==> src/afs_pkg.sv <==
// constants of the amplifier fault and status block
// assumes one clock domain and an i2c register port
// How it works
// (RQ1) Any short powers the driver down and raises a fault flag.
// (RQ2) Any short clears the power bit, bit 1 of register 0x2D on page 1.
// (RQ3) The host spots a fault by reading the power bit as 0 while it runs.
// (RQ4) The power bit is read/write, resets to 0, and 1 powers the driver.
// (RQ5) Other bits of that register are reserved, read 0 and written as 0.
// (RQ6) Over-temperature protection is always active, with no disable.
// (RQ7) Over-heat stops switching and sets read-only bit 7 of reg 45, page 0.
// (RQ8) The general-purpose pin can be an input that samples a comparator.
// (RQ9) The external comparator holds the pin high, low on a load fault.
// (RQ10) Only one general-purpose input exists, so one comparator reaches it.
// (RQ11) For open load the host clears power, then puts 0x08 in pin control.
// (RQ12) In input mode bit 1 of pin control tracks the pin on every clock.
// (RQ13) After sensing the host sets power back to 1 once faults are fixed.
// (RQ14) After a short the power bit stays 0 until the host writes 1.
package afs_pkg;
    // ==========================================================
    // register map
    localparam logic [7:0] PAGE_SEL_OFS = 8'h00;
    localparam logic [7:0] SPK_CTRL_OFS = 8'h2D;
    localparam logic [7:0] OT_FLAG_OFS = 8'h2D;
    localparam logic [7:0] PIN_CTRL_OFS = 8'h34;
    localparam logic [7:0] PAGE_MAIN = 8'h00;
    localparam logic [7:0] PAGE_DRV = 8'h01;
    // ==========================================================
    // fields and reset values
    localparam int POWER_BIT = 1;
    localparam int OT_BIT = 7;
    localparam int PIN_LEVEL_BIT = 1;
    localparam int PIN_OUT_BIT = 0;
    localparam int PIN_MODE_LSB = 2;
    localparam logic [3:0] MODE_INPUT = 4'h2;
    localparam logic [3:0] MODE_OUTPUT = 4'h3;
    localparam logic [7:0] SPK_CTRL_RST = 8'h00;
    localparam logic [7:0] PIN_CTRL_RST = 8'h00;
    localparam logic [7:0] PAGE_RST = 8'h00;
    // ==========================================================
    // i2c
    localparam logic [6:0] DEV_ADDR = 7'h18;
    localparam logic [3:0] BITS_PER_BYTE = 4'h8;
endpackage : afs_pkg

==> src/afs_regbus_if.sv <==
// byte-wide register port between i2c slave and register bank
// assumes one clock; wr is a one-cycle pulse
`timescale 1ns/1ps
`default_nettype none
interface afs_regbus_if;
    logic [7:0] addr;
    logic [7:0] wdata;
    logic wr;
    logic [7:0] rdata;
    modport master (output addr, output wdata, output wr, input rdata);
    modport slave (input addr, input wdata, input wr, output rdata);
endinterface : afs_regbus_if
`default_nettype wire

==> src/afs_fault_status.sv <==
// amplifier fault protection and status register bank
// assumes fault inputs and pins synchronous to clk_sys
`timescale 1ns/1ps
`default_nettype none
module afs_fault_status (
    input wire logic clk_sys,
    input wire logic reset,
    input wire logic scl_in,
    input wire logic sda_in,
    output logic sda_out,
    output logic sda_oe,
    input wire logic short_to_ground,
    input wire logic short_to_supply,
    input wire logic short_across_load,
    input wire logic over_temp,
    input wire logic gp_pin_in,
    output logic gp_pin_out,
    output logic gp_pin_oe,
    output logic speaker_output_driver_en,
    output logic output_switch_en,
    output logic short_fault,
    output logic over_temp_flag
);
    import afs_pkg::*;

    afs_regbus_if bus ();

    afs_i2c_slave u_i2c (
        .clk_sys(clk_sys),
        .reset(reset),
        .scl_in(scl_in),
        .sda_in(sda_in),
        .sda_out(sda_out),
        .sda_oe(sda_oe),
        .bus(bus)
    );

    // ==========================================================
    // register state
    logic [7:0] page, next_page;
    logic power, next_power;
    logic [7:0] pin_ctrl, next_pin_ctrl;
    logic pin_level, next_pin_level;
    logic next_short_fault, next_ot_flag;
    logic next_drv_en, next_switch_en, next_gp_out, next_gp_oe;
    logic short_any, spk_write, pin_write, mode_in;

    function automatic logic hit(input logic [7:0] pg, input logic [7:0] cur,
                                 input logic [7:0] ofs, input logic [7:0] a);
        hit = (pg == cur) && (ofs == a);
    endfunction : hit

    function automatic logic [3:0] pin_mode(input logic [7:0] ctrl);
        pin_mode = ctrl[PIN_MODE_LSB +: 4];
    endfunction : pin_mode

    assign short_any = short_to_ground | short_to_supply | short_across_load;
    assign spk_write = bus.wr && hit(page, PAGE_DRV, SPK_CTRL_OFS, bus.addr);
    assign pin_write = bus.wr && hit(page, PAGE_MAIN, PIN_CTRL_OFS, bus.addr);
    assign mode_in = pin_mode(pin_ctrl) == MODE_INPUT;

    // ==========================================================
    // next values
    always_comb begin
        next_page = page;
        if (bus.wr && bus.addr == PAGE_SEL_OFS) begin
            next_page = bus.wdata;
        end
        // fault beats a host write of 1; no self re-enable
        if (short_any) begin
            next_power = 1'b0; // see RQ2
        end else if (spk_write) begin
            next_power = bus.wdata[POWER_BIT]; // see RQ4, RQ14
        end else begin
            next_power = power;
        end
        if (short_any) begin
            next_short_fault = 1'b1; // see RQ1
        end else if (spk_write && bus.wdata[POWER_BIT]) begin
            next_short_fault = 1'b0;
        end else begin
            next_short_fault = short_fault;
        end
        // over-temperature watch has no enable
        next_ot_flag = over_temp; // see RQ6
        next_drv_en = next_power & ~short_any; // see RQ1
        next_switch_en = next_drv_en & ~over_temp; // see RQ7
        next_pin_ctrl = pin_ctrl;
        if (pin_write) begin
            next_pin_ctrl = bus.wdata;
            next_pin_ctrl[PIN_LEVEL_BIT] = 1'b0;
        end
        // single sampled input pin
        next_pin_level = mode_in ? gp_pin_in : pin_level; // see RQ12, RQ10
        next_gp_oe = pin_mode(next_pin_ctrl) == MODE_OUTPUT; // see RQ8
        next_gp_out = next_pin_ctrl[PIN_OUT_BIT];
    end

    // ==========================================================
    // read mux
    always_comb begin
        bus.rdata = 8'h00;
        if (bus.addr == PAGE_SEL_OFS) begin
            bus.rdata = page;
        end else if (hit(page, PAGE_DRV, SPK_CTRL_OFS, bus.addr)) begin
            bus.rdata[POWER_BIT] = power; // see RQ5
        end else if (hit(page, PAGE_MAIN, OT_FLAG_OFS, bus.addr)) begin
            bus.rdata[OT_BIT] = over_temp_flag; // see RQ7
        end else if (hit(page, PAGE_MAIN, PIN_CTRL_OFS, bus.addr)) begin
            bus.rdata = pin_ctrl;
            bus.rdata[PIN_LEVEL_BIT] = pin_level; // see RQ12
        end
    end

    always_ff @(posedge clk_sys or posedge reset) begin
        if (reset) begin
            page <= PAGE_RST;
            power <= SPK_CTRL_RST[POWER_BIT];
            pin_ctrl <= PIN_CTRL_RST;
            pin_level <= 1'b0;
            short_fault <= 1'b0;
            over_temp_flag <= 1'b0;
            speaker_output_driver_en <= 1'b0;
            output_switch_en <= 1'b0;
            gp_pin_out <= 1'b0;
            gp_pin_oe <= 1'b0;
        end else begin
            page <= next_page;
            power <= next_power;
            pin_ctrl <= next_pin_ctrl;
            pin_level <= next_pin_level;
            short_fault <= next_short_fault;
            over_temp_flag <= next_ot_flag;
            speaker_output_driver_en <= next_drv_en;
            output_switch_en <= next_switch_en;
            gp_pin_out <= next_gp_out;
            gp_pin_oe <= next_gp_oe;
        end
    end
endmodule : afs_fault_status
`default_nettype wire

==> src/afs_i2c_slave.sv <==
// i2c slave: pointer write, data write with auto-increment, reads
// assumes scl and sda synchronous to clk_sys and oversampled
`timescale 1ns/1ps
`default_nettype none
module afs_i2c_slave (
    input wire logic clk_sys,
    input wire logic reset,
    input wire logic scl_in,
    input wire logic sda_in,
    output logic sda_out,
    output logic sda_oe,
    afs_regbus_if.master bus
);
    import afs_pkg::*;

    typedef enum {S_IDLE, S_ADDR, S_REG, S_WDATA, S_RDATA, S_RACK} afs_i2c_st_t;

    afs_i2c_st_t state, next_state;
    logic [7:0] sh, next_sh, ptr, next_ptr;
    logic [3:0] cnt, next_cnt;
    logic ack, next_ack, oe, next_oe, wr, next_wr;
    logic scl_q, sda_q;
    logic start, stop, rise, fall;

    assign start = scl_in & scl_q & sda_q & ~sda_in;
    assign stop = scl_in & scl_q & ~sda_q & sda_in;
    assign rise = scl_in & ~scl_q;
    assign fall = ~scl_in & scl_q;

    always_comb begin
        next_state = state;
        next_sh = sh;
        next_ptr = ptr;
        next_cnt = cnt;
        next_ack = ack;
        next_oe = oe;
        next_wr = 1'b0;
        if (start) begin
            next_state = S_ADDR;
            next_cnt = 4'h0;
            next_ack = 1'b0;
            next_oe = 1'b0;
        end else if (stop) begin
            next_state = S_IDLE;
            next_ack = 1'b0;
            next_oe = 1'b0;
        end else begin
            case (state)
                S_ADDR, S_REG, S_WDATA: begin
                    if (rise && !ack) begin
                        next_sh = {sh[6:0], sda_in};
                        next_cnt = cnt + 4'h1;
                    end else if (fall && ack) begin
                        // end of our ack bit
                        next_ack = 1'b0;
                        next_oe = 1'b0;
                        next_cnt = 4'h0;
                        if (state == S_ADDR && sh[0]) begin
                            next_state = S_RDATA;
                            next_sh = bus.rdata;
                            next_oe = ~bus.rdata[7];
                            next_cnt = 4'h1;
                        end else if (state == S_ADDR) begin
                            next_state = S_REG;
                        end else if (state == S_REG) begin
                            next_state = S_WDATA;
                        end else begin
                            next_ptr = ptr + 8'h01;
                        end
                    end else if (fall && cnt == BITS_PER_BYTE) begin
                        if (state == S_ADDR && sh[7:1] != DEV_ADDR) begin
                            next_state = S_IDLE;
                        end else begin
                            next_ack = 1'b1;
                            next_oe = 1'b1;
                            if (state == S_REG) begin
                                next_ptr = sh;
                            end
                            if (state == S_WDATA) begin
                                next_wr = 1'b1;
                            end
                        end
                    end
                end
                S_RDATA: begin
                    if (fall && cnt == BITS_PER_BYTE) begin
                        next_oe = 1'b0;
                        next_ack = 1'b0;
                        next_state = S_RACK;
                    end else if (fall) begin
                        next_sh = {sh[6:0], 1'b0};
                        next_oe = ~sh[6];
                        next_cnt = cnt + 4'h1;
                    end
                end
                S_RACK: begin
                    if (rise && sda_in) begin
                        next_state = S_IDLE;
                    end else if (rise) begin
                        next_ack = 1'b1;
                        next_ptr = ptr + 8'h01;
                    end else if (fall && ack) begin
                        next_ack = 1'b0;
                        next_state = S_RDATA;
                        next_sh = bus.rdata;
                        next_oe = ~bus.rdata[7];
                        next_cnt = 4'h1;
                    end
                end
                default: begin
                    next_state = S_IDLE;
                end
            endcase
        end
    end

    always_ff @(posedge clk_sys or posedge reset) begin
        if (reset) begin
            state <= S_IDLE;
            sh <= 8'h00;
            ptr <= 8'h00;
            cnt <= 4'h0;
            ack <= 1'b0;
            oe <= 1'b0;
            wr <= 1'b0;
            scl_q <= 1'b1;
            sda_q <= 1'b1;
            sda_out <= 1'b0;
        end else begin
            state <= next_state;
            sh <= next_sh;
            ptr <= next_ptr;
            cnt <= next_cnt;
            ack <= next_ack;
            oe <= next_oe;
            wr <= next_wr;
            scl_q <= scl_in;
            sda_q <= sda_in;
            sda_out <= 1'b0;
        end
    end

    assign sda_oe = oe;
    assign bus.addr = ptr;
    assign bus.wdata = sh;
    assign bus.wr = wr;
endmodule : afs_i2c_slave
`default_nettype wire

==> config.mk <==
export PLATFORM = sky130hd
export DESIGN_NAME = afs_fault_status
export DESIGN_NICKNAME = d
export VERILOG_FILES = /design/src/afs_pkg.sv /design/src/afs_regbus_if.sv /design/src/afs_fault_status.sv /design/src/afs_i2c_slave.sv
export SDC_FILE = /design/constraint.sdc
export NUM_CORES = 1
export LEC_CHECK = 0
export ABC_AREA = 1
export BUFFER_PORTS_ARGS = -buffer_cell sky130_fd_sc_hd__buf_2
export CAP_MARGIN = 5
export CORE_ASPECT_RATIO = 1.5
export CORE_MARGIN = 1
export CORE_UTILIZATION = 40
export CTS_BUF_LIST = sky130_fd_sc_hd__clkbuf_8 sky130_fd_sc_hd__clkbuf_16
export DETAILED_ROUTE_END_ITERATION = 8
export PLACE_DENSITY_LB_ADDON = 0.05
export SLEW_MARGIN = 20
export SYNTH_ARGS = -nofsm -noshare
export SYNTH_HDL_FRONTEND = slang
export SYNTH_SLANG_ARGS = --single-unit
==> constraint.sdc <==
create_clock -name clk_sys -period 3.65 [get_ports clk_sys]
set_input_delay 0.1825 -clock clk_sys [delete_from_list [all_inputs] [get_ports clk_sys]]
set_output_delay 0.1825 -clock clk_sys [all_outputs]
set_load 0.01 [all_outputs]
# --- After elaboration in Yosys (flattened, before gate mapping) ---
# Cells that the tools add are included.
totals:
  regBits: 80
  in_bits: 9
  out_inout_bits: 8
  wordCells: 208
classes:
  addsub: 2
  n_eq_ne: 50
  muxes: 87
  bitwise_logic: 21
  reduce_logical: 28
ops:
  columns: ["op", "count"]
  rows:
  - ["32-bit two-way mux", 13]
  - ["8-bit two-way mux", 20]
  - ["32-bit by 3-bit equality test with 1-bit output (second input constant)", 4]
  - ["32-bit by 2-bit equality test with 1-bit output (second input constant)", 3]
  - ["32-bit case mux with 3 select lines", 1]
  - ["1-bit two-way mux", 36]
  - ["4-bit two-way mux", 9]
  - ["32-bit by 1-bit equality test with 1-bit output (second input constant)", 1]
  - ["5-bit by 1-bit != test with 1-bit output (second input constant)", 5]
  - ["8-bit case mux with 3 select lines", 1]
  - ["3-bit by 1-bit != test with 1-bit output (second input constant)", 6]
  - ["6-bit by 8-bit equality test with 1-bit output (first input constant)", 2]
  - ["8-bit logical NOT", 2]
  - ["8-bit case mux with 2 select lines", 1]
  - ["8-bit AND reduction", 2]
  - ["7-bit by 5-bit != test with 1-bit output (second input constant)", 2]
  - ["7-bit AND reduction", 2]
  - ["1-bit logical AND", 13]
  - ["6-bit two-way mux", 2]
  - ["3-bit by 2-bit != test with 1-bit output (second input constant)", 4]
  - ["4-bit by 1-bit != test with 1-bit output (second input constant)", 3]
  - ["4-bit by 2-bit != test with 1-bit output (second input constant)", 3]
  - ["4-bit case mux with 3 select lines", 1]
  - ["12-bit AND reduction", 1]
  - ["other kinds (22)", 51]

# --- Logic depth before layout (Yosys ltp) ---
depth:
  depth_word: 13
  ltp_mapped: 13
  depth_no_buf: 13

# --- Hierarchy ---
# From an unflattened synthesis, not the netlist that was laid out.
unflattened:
  cells_unflattened: 453
  hier_area_um2: 3308.2
by_module_without_submodules:
  columns: ["module", "n_inst", "cells_per_inst", "area_each_um2", "seq_area_each_um2"]
  rows:
  - ["afs_i2c_slave", 1, 313, 2123.3, 703.2]
  - ["afs_fault_status", 1, 140, 1184.9, 525.5]

# --- Least setup slack after synthesis ---
# No wires, ideal clock.
synth_timing:
  kind: "register to register"
  startpoint: "reg u_i2c.ptr[0] (netlist: u_i2c.bus.addr[0])"
  endpoint: "reg gp_pin_oe"
  setup_time_ns: 0.080
  arrival_time_ns: 1.545
  required_ns: 3.570
  slack_ns: 2.025
  path_stages_with_launch: 12
  n_path_buf: 2
  synth_period_minus_slack_ns: 1.625
  cell_sequence: "dfrtp_1 inv_1 ha_1 nand3_2 nor2_2 and2_4 buf_8 nand2_4 buf_6 nand2_1 o21ai_1 nor3_2"
synth_via:
  elab_chain_len: 5
synth_rtl:
  columns: ["item", "line", "rtl"]
  rows:
  - ["start: declaration", "afs_i2c_slave.sv:19", "logic [7:0] sh, next_sh, ptr, next_ptr;"]
  - ["start signal: assignment", "afs_i2c_slave.sv:132", "ptr <= next_ptr;"]
  - ["6-bit by 8-bit equality test with 1-bit output", "afs_fault_status.sv:50", "hit = (pg == cur) && (ofs == a);"]
  - ["1-bit logical AND", "afs_fault_status.sv:50", null]
  - ["1-bit logical AND", "afs_fault_status.sv:59", "assign pin_write = bus.wr && hit(page, PAGE_MAIN, PIN_CTRL_OFS, bus.addr);"]
  - ["6-bit two-way mux", "afs_fault_status.sv:89", "if (pin_write) begin"]
  - ["via next_pin_ctrl[4]", "afs_fault_status.sv:42", "logic [7:0] pin_ctrl, next_pin_ctrl;"]
  - ["4-bit by 2-bit equality test with 1-bit output", "afs_fault_status.sv:95", "next_gp_oe = pin_mode(next_pin_ctrl) == MODE_OUTPUT;"]
  - ["via next_gp_oe", "afs_fault_status.sv:45", "logic next_drv_en, next_switch_en, next_gp_out, next_gp_oe;"]
  - ["end signal: assignment", "afs_fault_status.sv:137", "gp_pin_oe <= next_gp_oe;"]
  - ["end: declaration", "afs_fault_status.sv:18", "output logic gp_pin_oe,"]
# The timed path passes the listed nets, and every way through them passes these cells.
# A chain may end at the register's enable or synchronous reset.

# --- Worst setup path after layout ---
layout_timing:
  startpoint: "in scl_in"
  endpoint: "reg u_i2c.sh[5] (netlist: u_i2c.bus.wdata[5])"
layout_via:
  elab_chain_len: 5
  elab_cells_between_ends: 24
  cone_classes: "eq/ne: 7; mux: 2; bitwise: 10; reduce/logical: 5"
layout_rtl:
  columns: ["item", "line", "rtl"]
  rows:
  - ["start: declaration", "afs_fault_status.sv:8", "input wire logic scl_in,"]
  - ["1-bit inverter / 1-bit AND (equally long branches)", "afs_i2c_slave.sv:28, afs_i2c_slave.sv:25, afs_i2c_slave.sv:26", null]
  - ["1-bit AND (on tied branches)", "afs_i2c_slave.sv:28, afs_i2c_slave.sv:25, afs_i2c_slave.sv:26", null]
  - ["1-bit logical AND, or another cell as far along", "afs_i2c_slave.sv:53, afs_i2c_slave.sv:102", null]
  - ["3-bit by 1-bit != test with 1-bit output (no source line), or another cell as far along", null, null]
  - ["10-bit AND reduction (no source line)", null, null]
  - ["end signal: assignment", "afs_i2c_slave.sv:131", "sh <= next_sh;"]
  - ["end: declaration", "afs_i2c_slave.sv:19", null]
# Several ways; a longest one is shown, not always the timed one.

==> impl_metrics.yaml <==
final_layout:
  nets: 435
  layout-drive-gt1-share: 0.166
  stdcell_area_mm2: 0.00325
  area_delta_synth_final_pct: 8.54
  layout_common_cells: "nand2_1, dfrtp_1, o21ai_0, inv_1, nor2_1"
  n_antenna_cell: 0
  layout_commonest_cell: "nand2_1"
timing:
  fin_skew_ns: 0.0137
  fmax_ghz: 0.538
  finalCritPeriodShare: 0.509
  finalHoldViolCount: 0
  rsz0062_at_grt: "false"
  worstMarginPinSlew_ns: 0.652
  period_minus_slack_ns: 1.86
  max-slew-margin-rel: 0.566
  fin_tns_setup_ns: 0
  drv_slew: 0
  finalSetupViolations: 0
yosys:
  syn_inst: 404
  synth_edf_count: 0
  yosysSeqAreaShare: 0.411
  synth_xor_area_frac: 0.00879
  synth_cell_types: 38
  synth_top_family_by_area: "simple AND/OR/NAND/NOR gates"
  yosysWarnings: 0
  synth_fp_nets: 418
  netlist_top_cells_area: "dfrtp_1, nand2_1, o21ai_0"
  syn_area_mm2: 0.00299
  synth_top_area_cell: "dfrtp_1"
  yosys.area_share.simple: 0.344
  async_flop_share: 1.00
  ys_seq_elements: 49
  muxShareOfSynthArea: 0.00377
  synthAdderAreaFrac: 0.0209
  syn_area_per_cell_um2: 7.40
  yosysTopAreaCellShare: 0.393
  synth_compound_area_frac: 0.126
  synthFlopType: "dfrtp_1"
global_route:
  overflow: 0
  antenna_found_initial: 0
  grt_pass1_wl_um: 12800
  grt_pass1_vias: 2638
  grt_max_degree: 50
  grt.total_usage: 0.219
route:
  drtAntennaViolNets: 0
  drc: 0
  wl_per_cell_um: 14.7
  drt-total-wl_um: 7690
  drt_iter0_drc: 185
  dr.pass1.iters: 4
  routed_via_density: 5.02
  num_vias: 2622
cts:
  htree_levels: 2
  cts_sinks: 49
  worstSkewPairLatency_ns: 0.33
  post_cts_resized: 0
  clk_pin_slew_ns: 0.11
  cts_root_buf: "clkbuf_8"
  cts_tree: "done"
  cts_inserted_buffers: 5
  clock_path_buffers: 2
power:
  p_total_uw: 1580
  irDropWorstVdd_v: 0.000188
  powerDensity_mw_per_mm2: 485
  p_leak_uw: 0.00161
min_path:
  min_path_type: "primary input to async pin"
setup_path:
  end_kind: "flip-flop"
  regToRegStartpoint: "u_i2c.cnt[0]"
  cp_max_fo: 15
  worstSetupStartpointType: "primary input"
  cp.required_ns: 3.90
  rrSetupSlack_ns: 1.80
  critical_path_class: "primary input to flip-flop"
  r2r_cells: 10
  reg2reg_to: "u_i2c.bus.addr[3]"
  critPathArrivalTime_ns: 2.10
place:
  dp_hpwl_um: 5760
  place_area_mm2: 0.00313
  place_congestion: 0.995
  io_buffers: 15
die:
  core_area_mm2: 0.00723
  pin_count: 17
  dieArea_mm2: 0.00783
  die_x_um: 72.6
  rows: 38
  dieHeight_um: 108
  initial_utilization: 0.414
flow_run:
  max_cap_violations: 0
outcome:
  status: "finished, final reports clean"
[repair_timing]
action,in CTS,in global routing
buffers inserted,0,0
hold buffers,2,0
hold endpoints to repair,2,0
[per-layer routing]
layer | global-route usage | up-vias | share of wire | wire, µm
met5 | 0 | - | 0 | 0
met1 | 0.244 | 1221 | 0.41 | 3170
li1 | - | 1331 | - | -
met3 | 0.0290 | 18 | 0.023 | 176
met2 | 0.403 | 52 | 0.54 | 4120
met4 | 0.0966 | 0 | 0.030 | 228
[logic make-up after synthesis]
kind of cell	Yosys count
and+or+nand+nor	223
AOI/OAI and AO/OA	66
buffers and inverters	56
DFF	49
adders and majority gates	5
xor gates and xnor gates	3
other	1
muxes	1
[registers in the layout, summed over array words and instances (netlist names), 3 cells and up]
signal	flops
u_i2c.cnt	4
pin_ctrl	7
u_i2c.bus.wdata	8
u_i2c.bus.addr	8
u_i2c.state	3
page	8
[how the worst max path moves through the flow]
stage / start / endpoint / slack, ns / depth (start not counted)
detailed placement: u_i2c.bus.addr[0] / gp_pin_oe / 1.82 / 9
finish: scl_in / u_i2c.bus.wdata[5] / 1.79 / 11
global route: u_i2c.bus.addr[0] / page[3] / 1.52 / 9
global placement: u_i2c.bus.addr[0] / gp_pin_oe / 1.81 / 9
CTS: u_i2c.bus.addr[0] / gp_pin_oe / 1.78 / 9
floorplan: u_i2c.bus.addr[0] / gp_pin_oe / 2.02 / 11
[final cells by class]
cell class	count	area, µm²
inverters	48	185
repair buffers	18	103
clock inverters	2	13.8
multi-input cells	299	1510
fillers	799	3980
well taps	100	125
clock buffers	6	82.6
flip-flops and latches	49	1230
[Yosys cell counts, types with 2 or more instances]
| master | n |
|---|---|
| nor2_1 | 31 |
| dfstp_2 | 2 |
| inv_1 | 35 |
| o211ai_1 | 6 |
| nand3_2 | 3 |
| nor3_1 | 9 |
| nand2_4 | 2 |
| clkbuf_1 | 2 |
| o21ai_1 | 7 |
| nand3_1 | 29 |
| nor3_2 | 3 |
| xor2_1 | 3 |
| nand2_1 | 123 |
| nand3b_1 | 3 |
| o21ai_0 | 38 |
| ha_1 | 5 |
| buf_6 | 3 |
| a21oi_1 | 10 |
| nor2_4 | 3 |
| dfrtp_1 | 47 |
| nor2_2 | 5 |
| inv_2 | 12 |
| nand2_2 | 7 |
| nand4_1 | 2 |
[critical path: stages]
cell and delay [ns]:
dlygate4sd3_1 0.53, buf_2 0.15, nand2_1 0.10, inv_2 0.06
nand3_4 0.12, nand2_2 0.12, nor2_1 0.18, nand3_2 0.12
nor2_4 0.30, o211ai_1 0.13, o21ai_0 0.11
[power by group]
group | internal (µW) | switching, µW | total [µW]
clock network | 154 | 205 | 359
logic | 145 | 315 | 460
registers | 642 | 113 | 756
total | 942 | 634 | 1580
[stage by stage]
step	std cells	setup slack (ns)	util	hold slack (ns)
after floorplan	404	2.02	-	0.187
after global placement	512	1.81	0.433	0.308
after detailed placement	512	1.82	0.433	0.310
after CTS	522	1.78	0.449	0.0251
after global routing	522	1.52	0.449	0.0309
final	522	1.79	0.449	0.00998
Power figures use the tool's default switching activity.
